<file path="config.mk">
export PLATFORM = sky130hd
export DESIGN_NAME = wwdt_core
export DESIGN_NICKNAME = d
export VERILOG_FILES = /design/src/logic/wwdt_pkg.sv /design/src/logic/wwdt_core.sv /design/src/logic/wwdt_sync.sv /design/src/logic/wwdt_presc.sv
export SDC_FILE = /design/constraint.sdc
export NUM_CORES = 1
export LEC_CHECK = 0
export ABC_AREA = 1
export BUFFER_PORTS_ARGS = -buffer_cell sky130_fd_sc_hd__buf_2
export CAP_MARGIN = 20
export CELL_PAD_IN_SITES_DETAIL_PLACEMENT = 1
export CELL_PAD_IN_SITES_GLOBAL_PLACEMENT = 1
export CORE_ASPECT_RATIO = 0.75
export CORE_UTILIZATION = 30
export CTS_CLUSTER_SIZE = 24
export DETAILED_ROUTE_END_ITERATION = 8
export PLACE_DENSITY_LB_ADDON = 0.05
export SYNTH_ARGS = -nofsm -noshare
export SYNTH_HDL_FRONTEND = slang
export SYNTH_HIERARCHICAL = 1
export SYNTH_SLANG_ARGS = --single-unit
</file>
<file path="constraint.sdc">
create_clock -name sys_clk -period 3.6 [get_ports sys_clk]
set_input_delay 0.9 -clock sys_clk [delete_from_list [all_inputs] [get_ports sys_clk]]
set_output_delay 0.9 -clock sys_clk [all_outputs]
set_load 0.1 [all_outputs]
</file>
<file path="src/logic/wwdt_pkg.sv">
// constants and types shared by the windowed watchdog timer modules
package wwdt_pkg;

  // register bus geometry
  localparam int unsigned WWDT_ADDR_W = 8;
  localparam int unsigned WWDT_DATA_W = 32;

  // watchdog counter width
  localparam int unsigned WWDT_CNT_W = 24;

  // register byte offsets
  localparam logic [7:0] WWDT_OFS_CTRL = 8'h00;
  localparam logic [7:0] WWDT_OFS_RELOAD = 8'h04;
  localparam logic [7:0] WWDT_OFS_WINDOW = 8'h08;
  localparam logic [7:0] WWDT_OFS_COUNT = 8'h0C;
  localparam logic [7:0] WWDT_OFS_STATUS = 8'h10;
  localparam logic [7:0] WWDT_OFS_MASK = 8'h14;

  // control register fields
  localparam int unsigned WWDT_CTRL_EN_BIT = 0;
  localparam int unsigned WWDT_CTRL_MODE_BIT = 1;
  localparam int unsigned WWDT_CTRL_SEL_LSB = 2;
  localparam int unsigned WWDT_SEL_W = 2;

  // status and mask fields
  localparam int unsigned WWDT_EVT_W = 2;
  localparam int unsigned WWDT_EVT_UNDER_BIT = 0;
  localparam int unsigned WWDT_EVT_WIN_BIT = 1;

  // reset values and fixed count and event constants
  localparam logic [23:0] WWDT_RELOAD_RST = 24'hFFFFFF;
  localparam logic [23:0] WWDT_WINDOW_RST = 24'h000000;
  localparam logic [23:0] WWDT_COUNT_RST = 24'hFFFFFF;
  localparam logic [23:0] WWDT_COUNT_ZERO = 24'h000000;
  localparam logic [23:0] WWDT_COUNT_ONE = 24'h000001;
  localparam logic [1:0] WWDT_EVT_NONE = 2'h0;

  // count clock prescaler: divide by 1, 4, 16 or 64 oscillator edges
  localparam int unsigned WWDT_PRE_W = 6;
  localparam logic [1:0] WWDT_SEL_DIV1 = 2'h0;
  localparam logic [1:0] WWDT_SEL_DIV4 = 2'h1;
  localparam logic [1:0] WWDT_SEL_DIV16 = 2'h2;
  localparam logic [5:0] WWDT_MASK_DIV1 = 6'h00;
  localparam logic [5:0] WWDT_MASK_DIV4 = 6'h03;
  localparam logic [5:0] WWDT_MASK_DIV16 = 6'h0F;
  localparam logic [5:0] WWDT_MASK_DIV64 = 6'h3F;
  localparam logic [5:0] WWDT_PRE_ONE = 6'h01;

  // state of the oscillator edge synchroniser
  typedef struct packed {
    logic s1;
    logic s2;
    logic s3;
    logic pulse;
  } wwdt_sync_t;

  // state of the count clock prescaler
  typedef struct packed {
    logic [5:0] cnt;
    logic tick;
  } wwdt_pre_t;

  // state of the watchdog core
  typedef struct packed {
    logic en;
    logic mode_irq;
    logic [1:0] sel;
    logic [23:0] reload;
    logic [23:0] window;
    logic [23:0] count;
    logic [1:0] status;
    logic [1:0] mask;
    logic [31:0] rd_data;
    logic irq;
    logic chip_rst;
    logic ovf;
  } wwdt_core_t;

endpackage : wwdt_pkg

</file>
<file path="src/logic/wwdt_core.sv">
// windowed watchdog timer: registers, 24-bit down counter, events
`timescale 1ns/1ps

module wwdt_core
  import wwdt_pkg::*;
(
  input wire logic sys_clk,
  input wire logic rst,
  input wire logic ce,
  input wire logic rc_osc_in,
  input wire logic [7:0] addr,
  input wire logic [31:0] wr_data,
  input wire logic wr_en,
  input wire logic rd_en,
  output logic [31:0] rd_data,
  output logic irq,
  output logic chip_rst,
  output logic wdt_ovf
);

  wwdt_core_t q_reg;
  wwdt_core_t q_next;
  logic osc_tick;
  logic count_tick;

  // oscillator edges into the system clock domain
  wwdt_sync u_sync (
    .sys_clk(sys_clk),
    .rst(rst),
    .ce(ce),
    .async_in(rc_osc_in),
    .rise_pulse(osc_tick)
  );

  // count clock selection
  wwdt_presc u_presc (
    .sys_clk(sys_clk),
    .rst(rst),
    .ce(ce),
    .osc_tick(osc_tick),
    .sel(q_reg.sel),
    .count_tick(count_tick)
  );

  // next state: counting, events, register writes and reads
  always_comb begin
    logic [1:0] evt;
    logic [1:0] clr;
    logic [23:0] dec;
    evt = WWDT_EVT_NONE;
    clr = WWDT_EVT_NONE;
    dec = q_reg.count - WWDT_COUNT_ONE;
    q_next = q_reg;
    q_next.chip_rst = 1'b0;
    q_next.ovf = 1'b0;
    q_next.rd_data = '0;

    // down counting while enabled
    if (q_reg.en && count_tick) begin
      if (q_reg.count == WWDT_COUNT_ZERO) begin
        q_next.count = q_reg.reload;
        q_next.ovf = 1'b1;
        if (q_reg.mode_irq) begin
          evt[WWDT_EVT_UNDER_BIT] = 1'b1;
        end else begin
          q_next.chip_rst = 1'b1;
        end
      end else begin
        q_next.count = dec;
        if (dec == q_reg.window) begin
          evt[WWDT_EVT_WIN_BIT] = 1'b1;
        end
      end
    end

    // register writes
    if (wr_en) begin
      unique case (addr)
        WWDT_OFS_CTRL: begin
          q_next.en = wr_data[WWDT_CTRL_EN_BIT];
          q_next.mode_irq = wr_data[WWDT_CTRL_MODE_BIT];
          q_next.sel = wr_data[WWDT_CTRL_SEL_LSB +: WWDT_SEL_W];
          if (wr_data[WWDT_CTRL_EN_BIT] && !q_reg.en) begin
            q_next.count = q_reg.reload;
          end
        end
        WWDT_OFS_RELOAD: q_next.reload = wr_data[WWDT_CNT_W-1:0];
        WWDT_OFS_WINDOW: q_next.window = wr_data[WWDT_CNT_W-1:0];
        WWDT_OFS_COUNT: begin
          // refresh beats a same-cycle tick: no underflow, no events
          q_next.count = q_reg.reload;
          q_next.ovf = 1'b0;
          q_next.chip_rst = 1'b0;
          evt = WWDT_EVT_NONE;
        end
        WWDT_OFS_STATUS: clr = wr_data[WWDT_EVT_W-1:0];
        WWDT_OFS_MASK: q_next.mask = wr_data[WWDT_EVT_W-1:0];
        default: begin
        end
      endcase
    end

    // sticky status, a new event beats a same-cycle clear
    q_next.status = (q_reg.status & ~clr) | evt;
    q_next.irq = |(q_next.status & q_next.mask);

    // register reads, data stand the following cycle
    if (rd_en) begin
      unique case (addr)
        WWDT_OFS_CTRL: begin
          q_next.rd_data[WWDT_CTRL_EN_BIT] = q_reg.en;
          q_next.rd_data[WWDT_CTRL_MODE_BIT] = q_reg.mode_irq;
          q_next.rd_data[WWDT_CTRL_SEL_LSB +: WWDT_SEL_W] = q_reg.sel;
        end
        WWDT_OFS_RELOAD: q_next.rd_data[WWDT_CNT_W-1:0] = q_reg.reload;
        WWDT_OFS_WINDOW: q_next.rd_data[WWDT_CNT_W-1:0] = q_reg.window;
        WWDT_OFS_COUNT: q_next.rd_data[WWDT_CNT_W-1:0] = q_reg.count;
        WWDT_OFS_STATUS: q_next.rd_data[WWDT_EVT_W-1:0] = q_reg.status;
        WWDT_OFS_MASK: q_next.rd_data[WWDT_EVT_W-1:0] = q_reg.mask;
        default: q_next.rd_data = '0;
      endcase
    end
  end

  // state register, frozen while ce is low
  always_ff @(posedge sys_clk or posedge rst) begin
    if (rst) begin
      q_reg <= '0;
      q_reg.reload <= WWDT_RELOAD_RST;
      q_reg.window <= WWDT_WINDOW_RST;
      q_reg.count <= WWDT_COUNT_RST;
    end else if (ce) begin
      q_reg <= q_next;
    end
  end

  // outputs straight from the state register
  assign rd_data = q_reg.rd_data;
  assign irq = q_reg.irq;
  assign chip_rst = q_reg.chip_rst;
  assign wdt_ovf = q_reg.ovf;

endmodule : wwdt_core

</file>
<file path="src/logic/wwdt_sync.sv">
// two-flop synchroniser with rising edge pulse for the rc oscillator
`timescale 1ns/1ps
module wwdt_sync
  import wwdt_pkg::*;
(
  input wire logic sys_clk,
  input wire logic rst,
  input wire logic ce,
  input wire logic async_in,
  output logic rise_pulse
);

  wwdt_sync_t q_reg;
  wwdt_sync_t q_next;

  // edge detect looks only at the second and third stages
  always_comb begin
    q_next = q_reg;
    q_next.s1 = async_in;
    q_next.s2 = q_reg.s1;
    q_next.s3 = q_reg.s2;
    q_next.pulse = q_reg.s2 & ~q_reg.s3;
  end

  // state register, frozen while ce is low
  always_ff @(posedge sys_clk or posedge rst) begin
    if (rst) begin
      q_reg <= '0;
    end else if (ce) begin
      q_reg <= q_next;
    end
  end

  assign rise_pulse = q_reg.pulse;

endmodule : wwdt_sync

</file>
<file path="src/logic/wwdt_presc.sv">
// selectable divider making the watchdog count clock tick
`timescale 1ns/1ps
module wwdt_presc
  import wwdt_pkg::*;
(
  input wire logic sys_clk,
  input wire logic rst,
  input wire logic ce,
  input wire logic osc_tick,
  input wire logic [1:0] sel,
  output logic count_tick
);

  wwdt_pre_t q_reg;
  wwdt_pre_t q_next;
  logic [5:0] div_mask;

  // terminal mask per selected divide ratio
  always_comb begin
    unique case (sel)
      WWDT_SEL_DIV1: div_mask = WWDT_MASK_DIV1;
      WWDT_SEL_DIV4: div_mask = WWDT_MASK_DIV4;
      WWDT_SEL_DIV16: div_mask = WWDT_MASK_DIV16;
      default: div_mask = WWDT_MASK_DIV64;
    endcase
  end

  // count oscillator edges, tick once per full divide period
  always_comb begin
    q_next = q_reg;
    q_next.tick = 1'b0;
    if (osc_tick) begin
      q_next.cnt = q_reg.cnt + WWDT_PRE_ONE;
      q_next.tick = ((q_reg.cnt & div_mask) == div_mask);
    end
  end

  // state register, frozen while ce is low
  always_ff @(posedge sys_clk or posedge rst) begin
    if (rst) begin
      q_reg <= '0;
    end else if (ce) begin
      q_reg <= q_next;
    end
  end

  assign count_tick = q_reg.tick;

endmodule : wwdt_presc

</file>
==> run_summary.xml, run 1 <==
<?xml version="1.0" encoding="UTF-8"?>
<metrics>
  <group name="run_status">
    <metric name="status" unit="">completed</metric>
  </group>
  <group name="yosys">
    <metric name="synth_sequential_area_ratio" unit="%">38.3</metric>
    <metric name="synth_area_leader_cell" unit="">sky130_fd_sc_hd__dfrtp_1</metric>
    <metric name="synth_async_sr_flop_share" unit="%">100</metric>
    <metric name="synth_cell_type_count" unit="">52</metric>
    <metric name="synthCells" unit="">1106</metric>
    <metric name="synth-seq-cells" unit="">118</metric>
    <metric name="ys_top_cells_by_count" unit="">sky130_fd_sc_hd__nand2_1 (310), sky130_fd_sc_hd__inv_1 (122), sky130_fd_sc_hd__o21ai_0 (96), sky130_fd_sc_hd__nand3_1 (75), sky130_fd_sc_hd__dfrtp_1 (70)</metric>
    <metric name="yosys_warnings" unit="">6</metric>
    <metric name="synth_top_area_share" unit="%">22.3</metric>
    <metric name="synth.avg_cell_area" unit="um^2">7.12</metric>
    <metric name="synth.most_common_cell" unit="">sky130_fd_sc_hd__nand2_1</metric>
    <metric name="synth.cell_area" unit="um^2">7870</metric>
    <metric name="main_synth_ff_type" unit="">sky130_fd_sc_hd__dfrtp_1</metric>
    <metric name="synth_edf_count" unit="">0</metric>
    <metric name="netlist_top_cells_area" unit="">sky130_fd_sc_hd__dfrtp_1 (22%), sky130_fd_sc_hd__dfstp_2 (16%), sky130_fd_sc_hd__nand2_1 (15%), sky130_fd_sc_hd__o21ai_0 (6.1%), sky130_fd_sc_hd__inv_1 (5.8%)</metric>
  </group>
  <group name="floorplan">
    <metric name="core_region_area" unit="um^2">25300</metric>
    <metric name="floorplan.die_area" unit="um^2">26900</metric>
    <metric name="fp.dieH" unit="um">142</metric>
    <metric name="top_level_ports" unit="">81</metric>
    <metric name="floorplan.die.width" unit="um">189</metric>
    <metric name="row_count" unit="">50</metric>
    <metric name="effective_utilization_at_floorplan" unit="%">31.1</metric>
  </group>
  <group name="sta">
    <metric name="final-hold-violation-count" unit="">0</metric>
    <metric name="skew" unit="ns">0.00895</metric>
    <metric name="final_hold_slack" unit="ns">0.379</metric>
    <metric name="timing.final.ws_setup" unit="ns">0.972</metric>
    <metric name="final-setup-viol-count" unit="">0</metric>
    <metric name="final_max_slew_viol_count" unit="">0</metric>
    <metric name="slew_headroom" unit="%">39.3</metric>
    <metric name="final.period_utilization" unit="%">73.0</metric>
    <metric name="setup_tns" unit="ns">0</metric>
    <metric name="post-route-min-period" unit="ns">2.63</metric>
    <metric name="unrepaired_setup_endpoints_after_global_routing" unit="">false</metric>
    <metric name="worstMarginPinSlew" unit="ns">0.909</metric>
    <metric name="max_freq" unit="MHz">381</metric>
  </group>
  <group name="clocking">
    <metric name="postCtsHoldBufs" unit="">0</metric>
    <metric name="clock_latency_at_the_later_pin_of_the_worst_skew_pair" unit="ns">0.43</metric>
    <metric name="tritoncts.num_buffers" unit="">17</metric>
    <metric name="path_clk_slew" unit="ns">0.06</metric>
    <metric name="clk_root_buffer_cell" unit="">sky130_fd_sc_hd__clkbuf_16</metric>
    <metric name="cts.repair_timing.setup_buffer_count" unit="">0</metric>
    <metric name="clkSinkCount" unit="">118</metric>
    <metric name="cts.path.max_buffers" unit="">2</metric>
    <metric name="clock_tree.htree_level_count" unit="">4</metric>
    <metric name="cts_tree" unit="">built</metric>
    <metric name="cts_resized" unit="">0</metric>
  </group>
  <group name="global_route">
    <metric name="grt_remaining_overflow" unit="">0</metric>
    <metric name="grt_pass1_wl" unit="mm">46.2</metric>
    <metric name="grt_max_degree" unit="">59</metric>
    <metric name="grt_antenna_before_repair" unit="">0</metric>
    <metric name="track_usage" unit="%">23.0</metric>
    <metric name="grt_pass1_vias" unit="">7741</metric>
  </group>
  <group name="setup_path">
    <metric name="critPathMaxFanout" unit="">10</metric>
    <metric name="cell_count_along_the_critical_path" unit="">14</metric>
    <metric name="critical-path-top-delay-family" unit="">simple AND/OR/NAND/NOR gates</metric>
    <metric name="worstSetupEndpointType" unit="">flop</metric>
    <metric name="crit_arrival" unit="ns">3.00</metric>
    <metric name="critPathMostFrequentCell" unit="">sky130_fd_sc_hd__nand2_1</metric>
    <metric name="critical_path_type" unit="">flop to flop</metric>
    <metric name="reg2regPathDepth" unit="">14</metric>
    <metric name="crit_buf_inv" unit="">1</metric>
    <metric name="cp-start-kind" unit="">flop</metric>
    <metric name="cpMaxStageDelayCell" unit="">sky130_fd_sc_hd__dfstp_2</metric>
    <metric name="crit_path_max_incr_delay" unit="ns">0.42</metric>
    <metric name="worst-endpoint-required" unit="ns">3.97</metric>
    <metric name="timing.critical_path.cells" unit="">inv_2 -&gt; ha_1 -&gt; nand2_4 -&gt; nor2_4 -&gt; nand4_1 -&gt; nand3_1 -&gt; nand2_1 -&gt; nor2_1 -&gt; nand3_1 -&gt; nor2_1 -&gt; nand2_1 -&gt; nand2_1 -&gt; nand2_1 -&gt; nand2_1</metric>
  </group>
  <group name="routing">
    <metric name="first_pass_iters" unit="">5</metric>
    <metric name="initialDrtViolationCount" unit="">440</metric>
    <metric name="vias" unit="">7485</metric>
    <metric name="postRouteWirelength" unit="mm">29.2</metric>
    <metric name="wl_per_cell" unit="um">19.7</metric>
    <metric name="route.antenna.remaining_nets" unit="">0</metric>
    <metric name="drc" unit="">0</metric>
    <metric name="routed_via_density" unit="">5.04</metric>
  </group>
  <group name="place">
    <metric name="detailed_place_hpwl" unit="mm">20.0</metric>
    <metric name="place.port_buffers" unit="">64</metric>
    <metric name="pre_cts_ws" unit="ns">0.800</metric>
    <metric name="placedCellCount" unit="">1452</metric>
    <metric name="routabilityCongestion" unit="">0.830</metric>
  </group>
  <group name="pwr">
    <metric name="power.density" unit="nW/um^2">578</metric>
    <metric name="total_power" unit="mW">5.15</metric>
    <metric name="power.leakage" unit="nW">4.08</metric>
    <metric name="ir_worst_vdd" unit="mV">0.373</metric>
  </group>
  <group name="final_layout">
    <metric name="n_fill_cell" unit="">3207</metric>
    <metric name="nNetsFinal" unit="">1182</metric>
    <metric name="largest_register_ff_count" unit="">80</metric>
    <metric name="antenna_cells_inserted" unit="">0</metric>
    <metric name="finalNonFillerCells" unit="">1484</metric>
    <metric name="drive_above_1_share" unit="%">18.8</metric>
    <metric name="p_r_area_growth_vs_syn" unit="%">13.3</metric>
  </group>
  <group name="job">
    <metric name="maximum_capacitance_violations" unit="">0</metric>
  </group>
  <group name="worst_hold_path">
    <metric name="hp-class" unit="">primary input to asynchronous set/reset pin</metric>
  </group>
</metrics>
worst reg2reg max path: cells and delay by family (launching register included):
kind                     cells  cell delay (ns)
AND/OR/NAND/NOR             12             1.58
adder cells (fa/ha/maj)      1             0.39
flip-flops                   1             0.42
buffers and inverters        1             0.19
area by class of cell:
class / count / area (um^2) / area share [%]
Timing Repair Buffer: 82 / 493 / 5.53
Multi-Input combinational cell: 782 / 3900 / 43.7
Sequential cell: 118 / 3010 / 33.8
Tap cell: 338 / 423 / 4.74
Inverter: 132 / 504 / 5.65
Clock inverter: 13 / 131 / 1.47
Clock buffer: 19 / 453 / 5.08
report_power, final:
part	internal (mW)	total (mW)	switching, mW
sequential	1.55	1.81	0.263
combinational	0.527	1.62	1.09
clock	1.05	1.73	0.678
total	3.12	5.15	2.03
layout by cell type (no fill, tap or decap), drive strengths merged, types with 3 or more instances in the layout:
cell type  instances
dfstp             48
xor2               5
nor3               3
o22ai             38
o211ai            15
nand4              9
dfrtp             70
inv              130
conb               8
ha                 3
nor2              81
clkinv             7
clkbuf            19
a221oi             3
buf               82
nand3             80
a22oi             18
nand2            317
o21ai            123
a21oi             62
clkinvlp           6
metal layers:
metal,vias up,global-route usage (%),part of all wire [%]
met4,0,6.66,1.4
met1,3644,33.9,52
met5,-,0,0
met3,21,3.99,4.2
li1,3670,-,-
met2,150,34.1,42
metrics by stage:
| stage | cell area [um^2] | utilization (%) |
|---|---|---|
| after floorplan | 7900 | - |
| after global placement | 8330 | 32.9 |
| after detailed placement | 8330 | 32.9 |
| after CTS | 8920 | 35.2 |
| after global routing | 8920 | 35.2 |
| final | 8920 | 35.2 |
kinds of logic after synthesis:
kind of cell,Yosys count,synth area share [%]
and+or+nand+nor,494,27.9
buffers and inverters,213,12.5
DFF,118,38.3
AOI/OAI and AO/OA,269,19.7
xor gates and xnor gates,8,1.07
adders and majority gates,3,0.477
other,1,0.0476
final timing paths:
kind / startpoint / end / slack, ns
min in group sys_clk: wdt_ovf$_DFFE_PP0P_ / wdt_ovf$_DFFE_PP0P_ / 0.48
max in group asynchronous: rst / q_reg[47]$_DFFE_PP1P_ / 2.23
setup / recovery: q_reg[39]$_DFFE_PP1P_ / q_reg[38]$_DFFE_PP0P_ / 0.97
setup reg to reg: q_reg[39]$_DFFE_PP1P_ / q_reg[38]$_DFFE_PP0P_ / 0.97
hold / removal: rst / u_sync/q_next[2]$_DFFE_PP0P_ / 0.38
hold reg to reg: wdt_ovf$_DFFE_PP0P_ / wdt_ovf$_DFFE_PP0P_ / 0.48
No activity file was read; power rests on OpenSTA's default activity.
==> run 2, diff against run 1 <==
--- a/config.mk
+++ b/config.mk
@@ -5,7 +5,7 @@
 export SDC_FILE = /design/constraint.sdc
 export NUM_CORES = 1
 export LEC_CHECK = 0
-export ABC_AREA = 1
+export ABC_AREA = 0
 export BUFFER_PORTS_ARGS = -buffer_cell sky130_fd_sc_hd__buf_2
 export CAP_MARGIN = 20
 export CELL_PAD_IN_SITES_DETAIL_PLACEMENT = 1
==> constraint.sdc (replaced) <==
create_clock -name sys_clk -period 2.3 [get_ports sys_clk]
set_input_delay 0.575 -clock sys_clk [delete_from_list [all_inputs] [get_ports sys_clk]]
set_output_delay 0.575 -clock sys_clk [all_outputs]
set_load 0.1 [all_outputs]
==> run 2 against run 1 <==
  * The flow now finishes with violations (negative setup slack)
  * Final cell count shrank 20%
  * Sequential share of layout area shrank 3.1 points
  * Fmax shrank 5.6%
  * Setup slack lost 1.5 ns
  * Worst hold slack lost 0.32 ns
  * Clock power grew 60%
  * Total power grew 46%
  * Clock skew grew 0.0011 ns
  * Register-to-register slack lost 1.5 ns
  * Core utilization grew 6.9 points
  * Largest power group is now clock
  * Highest routed layer unchanged
==> run_summary.xml, run 2 <==
<?xml version="1.0" encoding="UTF-8"?>
<metrics>
  <group name="routing">
    <metric name="route.antenna.remaining_nets" unit="">0</metric>
    <metric name="wl_per_cell" unit="um">21.7</metric>
    <metric name="first_pass_iters" unit="">4</metric>
    <metric name="routed_via_density" unit="">5.32</metric>
    <metric name="initialDrtViolationCount" unit="">386</metric>
    <metric name="postRouteWirelength" unit="mm">25.6</metric>
    <metric name="drc" unit="">0</metric>
    <metric name="vias" unit="">6277</metric>
  </group>
  <group name="final_layout">
    <metric name="layout.cells.most_common_list" unit="">sky130_fd_sc_hd__buf_4 (108), sky130_fd_sc_hd__dfrtp_1 (70), sky130_fd_sc_hd__buf_2 (64), sky130_fd_sc_hd__mux2_4 (50), sky130_fd_sc_hd__dfstp_2 (48)</metric>
    <metric name="final_common_cell" unit="">sky130_fd_sc_hd__buf_4</metric>
    <metric name="largest_register_ff_count" unit="">80</metric>
    <metric name="final_core_utilization" unit="%">42.1</metric>
    <metric name="n_fill_cell" unit="">2609</metric>
    <metric name="finalNonFillerCells" unit="">1180</metric>
    <metric name="antenna_cells_inserted" unit="">0</metric>
    <metric name="nNetsFinal" unit="">916</metric>
    <metric name="p_r_area_growth_vs_syn" unit="%">36.3</metric>
    <metric name="drive_above_1_share" unit="%">47.2</metric>
  </group>
  <group name="worst_hold_path">
    <metric name="hp-class" unit="">primary input to asynchronous set/reset pin</metric>
  </group>
  <group name="place">
    <metric name="place.port_buffers" unit="">64</metric>
    <metric name="detailed_place_hpwl" unit="mm">18.0</metric>
    <metric name="routabilityCongestion" unit="">0.844</metric>
    <metric name="placedCellCount" unit="">1140</metric>
  </group>
  <group name="clocking">
    <metric name="cts.path.max_buffers" unit="">2</metric>
    <metric name="clkSinkCount" unit="">118</metric>
    <metric name="postCtsHoldBufs" unit="">0</metric>
    <metric name="clk_root_buffer_cell" unit="">sky130_fd_sc_hd__clkbuf_16</metric>
    <metric name="clock_latency_at_the_later_pin_of_the_worst_skew_pair" unit="ns">0.43</metric>
    <metric name="clock_tree.htree_level_count" unit="">4</metric>
    <metric name="path_clk_slew" unit="ns">0.06</metric>
    <metric name="tritoncts.num_buffers" unit="">17</metric>
    <metric name="cts_tree" unit="">built</metric>
  </group>
  <group name="sta">
    <metric name="timing.final.ws_setup" unit="ns">-0.483</metric>
    <metric name="unrepaired_setup_endpoints_after_global_routing" unit="">true</metric>
    <metric name="final.period_utilization" unit="%">121</metric>
    <metric name="final-setup-viol-count" unit="">29</metric>
    <metric name="max_freq" unit="MHz">359</metric>
    <metric name="skew" unit="ns">0.0100</metric>
    <metric name="post-route-min-period" unit="ns">2.78</metric>
    <metric name="slew_headroom" unit="%">57.9</metric>
    <metric name="final-hold-violation-count" unit="">0</metric>
    <metric name="final_max_slew_viol_count" unit="">0</metric>
    <metric name="worstMarginPinSlew" unit="ns">0.625</metric>
  </group>
  <group name="floorplan">
    <metric name="floorplan.die_area" unit="um^2">24600</metric>
    <metric name="fp.dieH" unit="um">136</metric>
    <metric name="effective_utilization_at_floorplan" unit="%">30.9</metric>
    <metric name="top_level_ports" unit="">81</metric>
    <metric name="row_count" unit="">48</metric>
    <metric name="floorplan.die.width" unit="um">181</metric>
    <metric name="core_region_area" unit="um^2">23300</metric>
  </group>
  <group name="yosys">
    <metric name="synth.cell_area" unit="um^2">7200</metric>
    <metric name="synth_sequential_area_ratio" unit="%">41.8</metric>
    <metric name="netlist_top_cells_area" unit="">sky130_fd_sc_hd__dfrtp_1 (24%), sky130_fd_sc_hd__dfstp_2 (18%), sky130_fd_sc_hd__mux2_2 (8.6%), sky130_fd_sc_hd__mux2i_1 (3.8%), sky130_fd_sc_hd__xnor2_1 (3.5%)</metric>
    <metric name="main_synth_ff_type" unit="">sky130_fd_sc_hd__dfrtp_1</metric>
    <metric name="synthCells" unit="">735</metric>
    <metric name="synth_async_sr_flop_share" unit="%">100</metric>
    <metric name="synth_top_area_share" unit="%">24.3</metric>
    <metric name="yosys_warnings" unit="">6</metric>
    <metric name="synth_area_leader_cell" unit="">sky130_fd_sc_hd__dfrtp_1</metric>
    <metric name="synth_cell_type_count" unit="">65</metric>
    <metric name="synth-seq-cells" unit="">118</metric>
    <metric name="synth.avg_cell_area" unit="um^2">9.80</metric>
    <metric name="synth_edf_count" unit="">0</metric>
    <metric name="synth.most_common_cell" unit="">sky130_fd_sc_hd__dfrtp_1</metric>
    <metric name="ys_top_cells_by_count" unit="">sky130_fd_sc_hd__dfrtp_1 (70), sky130_fd_sc_hd__mux2_2 (55), sky130_fd_sc_hd__nor2_1 (53), sky130_fd_sc_hd__a21oi_1 (49), sky130_fd_sc_hd__dfstp_2 (48)</metric>
  </group>
  <group name="run_status">
    <metric name="status" unit="">finished, violations left</metric>
    <metric name="failed_checks" unit="">negative setup slack</metric>
  </group>
  <group name="setup_path">
    <metric name="critical_path_type" unit="">flop to flop</metric>
    <metric name="cpMaxStageDelayCell" unit="">sky130_fd_sc_hd__or4_4</metric>
    <metric name="critPathMaxFanout" unit="">2</metric>
    <metric name="worstSetupEndpointType" unit="">flop</metric>
    <metric name="critPathMostFrequentCell" unit="">sky130_fd_sc_hd__or4_4</metric>
    <metric name="worst-endpoint-required" unit="ns">2.62</metric>
    <metric name="crit_arrival" unit="ns">3.11</metric>
    <metric name="cp-start-kind" unit="">flop</metric>
    <metric name="timing.critical_path.cells" unit="">or4_4 -&gt; or3_4 -&gt; or4_4 -&gt; xnor2_2 -&gt; nor4_2 -&gt; nand4_1 -&gt; buf_6 -&gt; a2111oi_4</metric>
    <metric name="crit_path_max_incr_delay" unit="ns">0.53</metric>
  </group>
  <group name="global_route">
    <metric name="grt_pass1_wl" unit="mm">40.8</metric>
    <metric name="grt_antenna_before_repair" unit="">0</metric>
    <metric name="grt_max_degree" unit="">108</metric>
    <metric name="grt_pass1_vias" unit="">6721</metric>
    <metric name="grt_remaining_overflow" unit="">0</metric>
    <metric name="track_usage" unit="%">21.9</metric>
  </group>
  <group name="pwr">
    <metric name="total_power" unit="mW">7.52</metric>
    <metric name="power.leakage" unit="nW">4.19</metric>
    <metric name="power.density" unit="nW/um^2">767</metric>
    <metric name="ir_worst_vdd" unit="mV">0.560</metric>
  </group>
  <group name="job">
    <metric name="maximum_capacitance_violations" unit="">0</metric>
  </group>
</metrics>
[run 2: changes by cell type after synthesis, sizes merged, moves of 22 or more]
cell | before | now
inv | 131 | 22
mux2i | 0 | 27
xnor2 | 2 | 29
o2bb2ai | 1 | 24
nor2 | 81 | 53
o22ai | 38 | 16
mux2 | 0 | 56
nand2 | 317 | 45
nand3 | 80 | 18
o21ai | 123 | 40
[run 2: kinds of logic after synthesis]
| family | count (synthesis) | share of synthesized area, % |
|---|---|---|
| compound gates | 190 | 17.8 |
| simple gates | 180 | 12.9 |
| flops | 118 | 41.8 |
| buf+inv | 112 | 8.11 |
| mux | 85 | 13.2 |
| xor+xnor | 46 | 5.59 |
| fa+ha+maj | 3 | 0.521 |
| other cells | 1 | 0.0521 |
[run 2: routing by layer]
| metal | part of all wire [%] | vias to the layer above | track usage (%) |
|---|---|---|---|
| li1 | - | 2905 | - |
| met1 | 50 | 3233 | 31.4 |
| met2 | 45 | 116 | 33.5 |
| met3 | 3.6 | 23 | 4.18 |
| met4 | 1.4 | 0 | 5.98 |
| met5 | 0 | - | 0 |
[run 2: final timing paths]
kind	start	to	slack, ns	depth (start not counted)
min	rst	u_sync/q_reg[1]$_DFFE_PP0P_	0.06	2
max in group asynchronous	rst	q_reg[73]$_DFFE_PP0P_	1.49	3
min in group sys_clk	wr_data[18]	q_reg[81]$_DFFE_PP0P_	0.39	2
max reg2reg	q_reg[55]$_DFFE_PP1P_	irq$_DFFE_PP0P_	-0.48	8
min reg2reg	rd_data[7]$_DFFE_PP0P_	rd_data[7]$_DFFE_PP0P_	0.48	1
max	q_reg[55]$_DFFE_PP1P_	irq$_DFFE_PP0P_	-0.48	8
[run 2: layout make-up]
cell class	instances	area [um^2]	share of cell area, %
tap	300	375	3.83
sequential	118	3010	30.7
clock buffer	19	443	4.51
inverter	22	86.3	0.880
timing repair buffer	195	1490	15.2
clock inverter	13	156	1.59
multi-input combinational	513	4250	43.3
[run 2: where the power goes]
group	total, mW	switching, mW	internal [mW]	leakage [nW]
sequential	2.44	0.163	2.28	1.45
clock	2.76	1.04	1.72	0.281
combinational	2.32	1.24	1.09	2.46
[run 2: worst max-delay path: cells and delay by family (launching register included)]
kind / cells / cell delay, ns
AOI/OAI and AO/OA: 1 / 0.26
DFF: 1 / 0.37
and+or+nand+nor: 5 / 1.73
buffers and inverters: 1 / 0.15
xor gates and xnor gates: 1 / 0.16
[run 2: what timing repair did]
action                     in CTS  in global routing
setup endpoints to repair      29                 66
gates cloned                    2                  0
pin swaps                      32                 25
setup buffers                   3                  3
resized for setup              72                 37
[run 2: through the flow]
| step | setup TNS (ns) | hold slack [ns] | setup slack [ns] | area, um^2 |
|---|---|---|---|---|
| global route | -11.71 | 0.0636 | -0.558 | 9810 |
| detailed placement | -32.25 | 0.468 | -0.736 | 8690 |
| finish | -10.24 | 0.0611 | -0.483 | 9810 |
| CTS | -11.24 | 0.0483 | -0.585 | 9580 |
| global placement | -30.49 | 0.448 | -0.646 | 8690 |
| floorplan | -21.03 | 0.341 | -0.492 | 7530 |
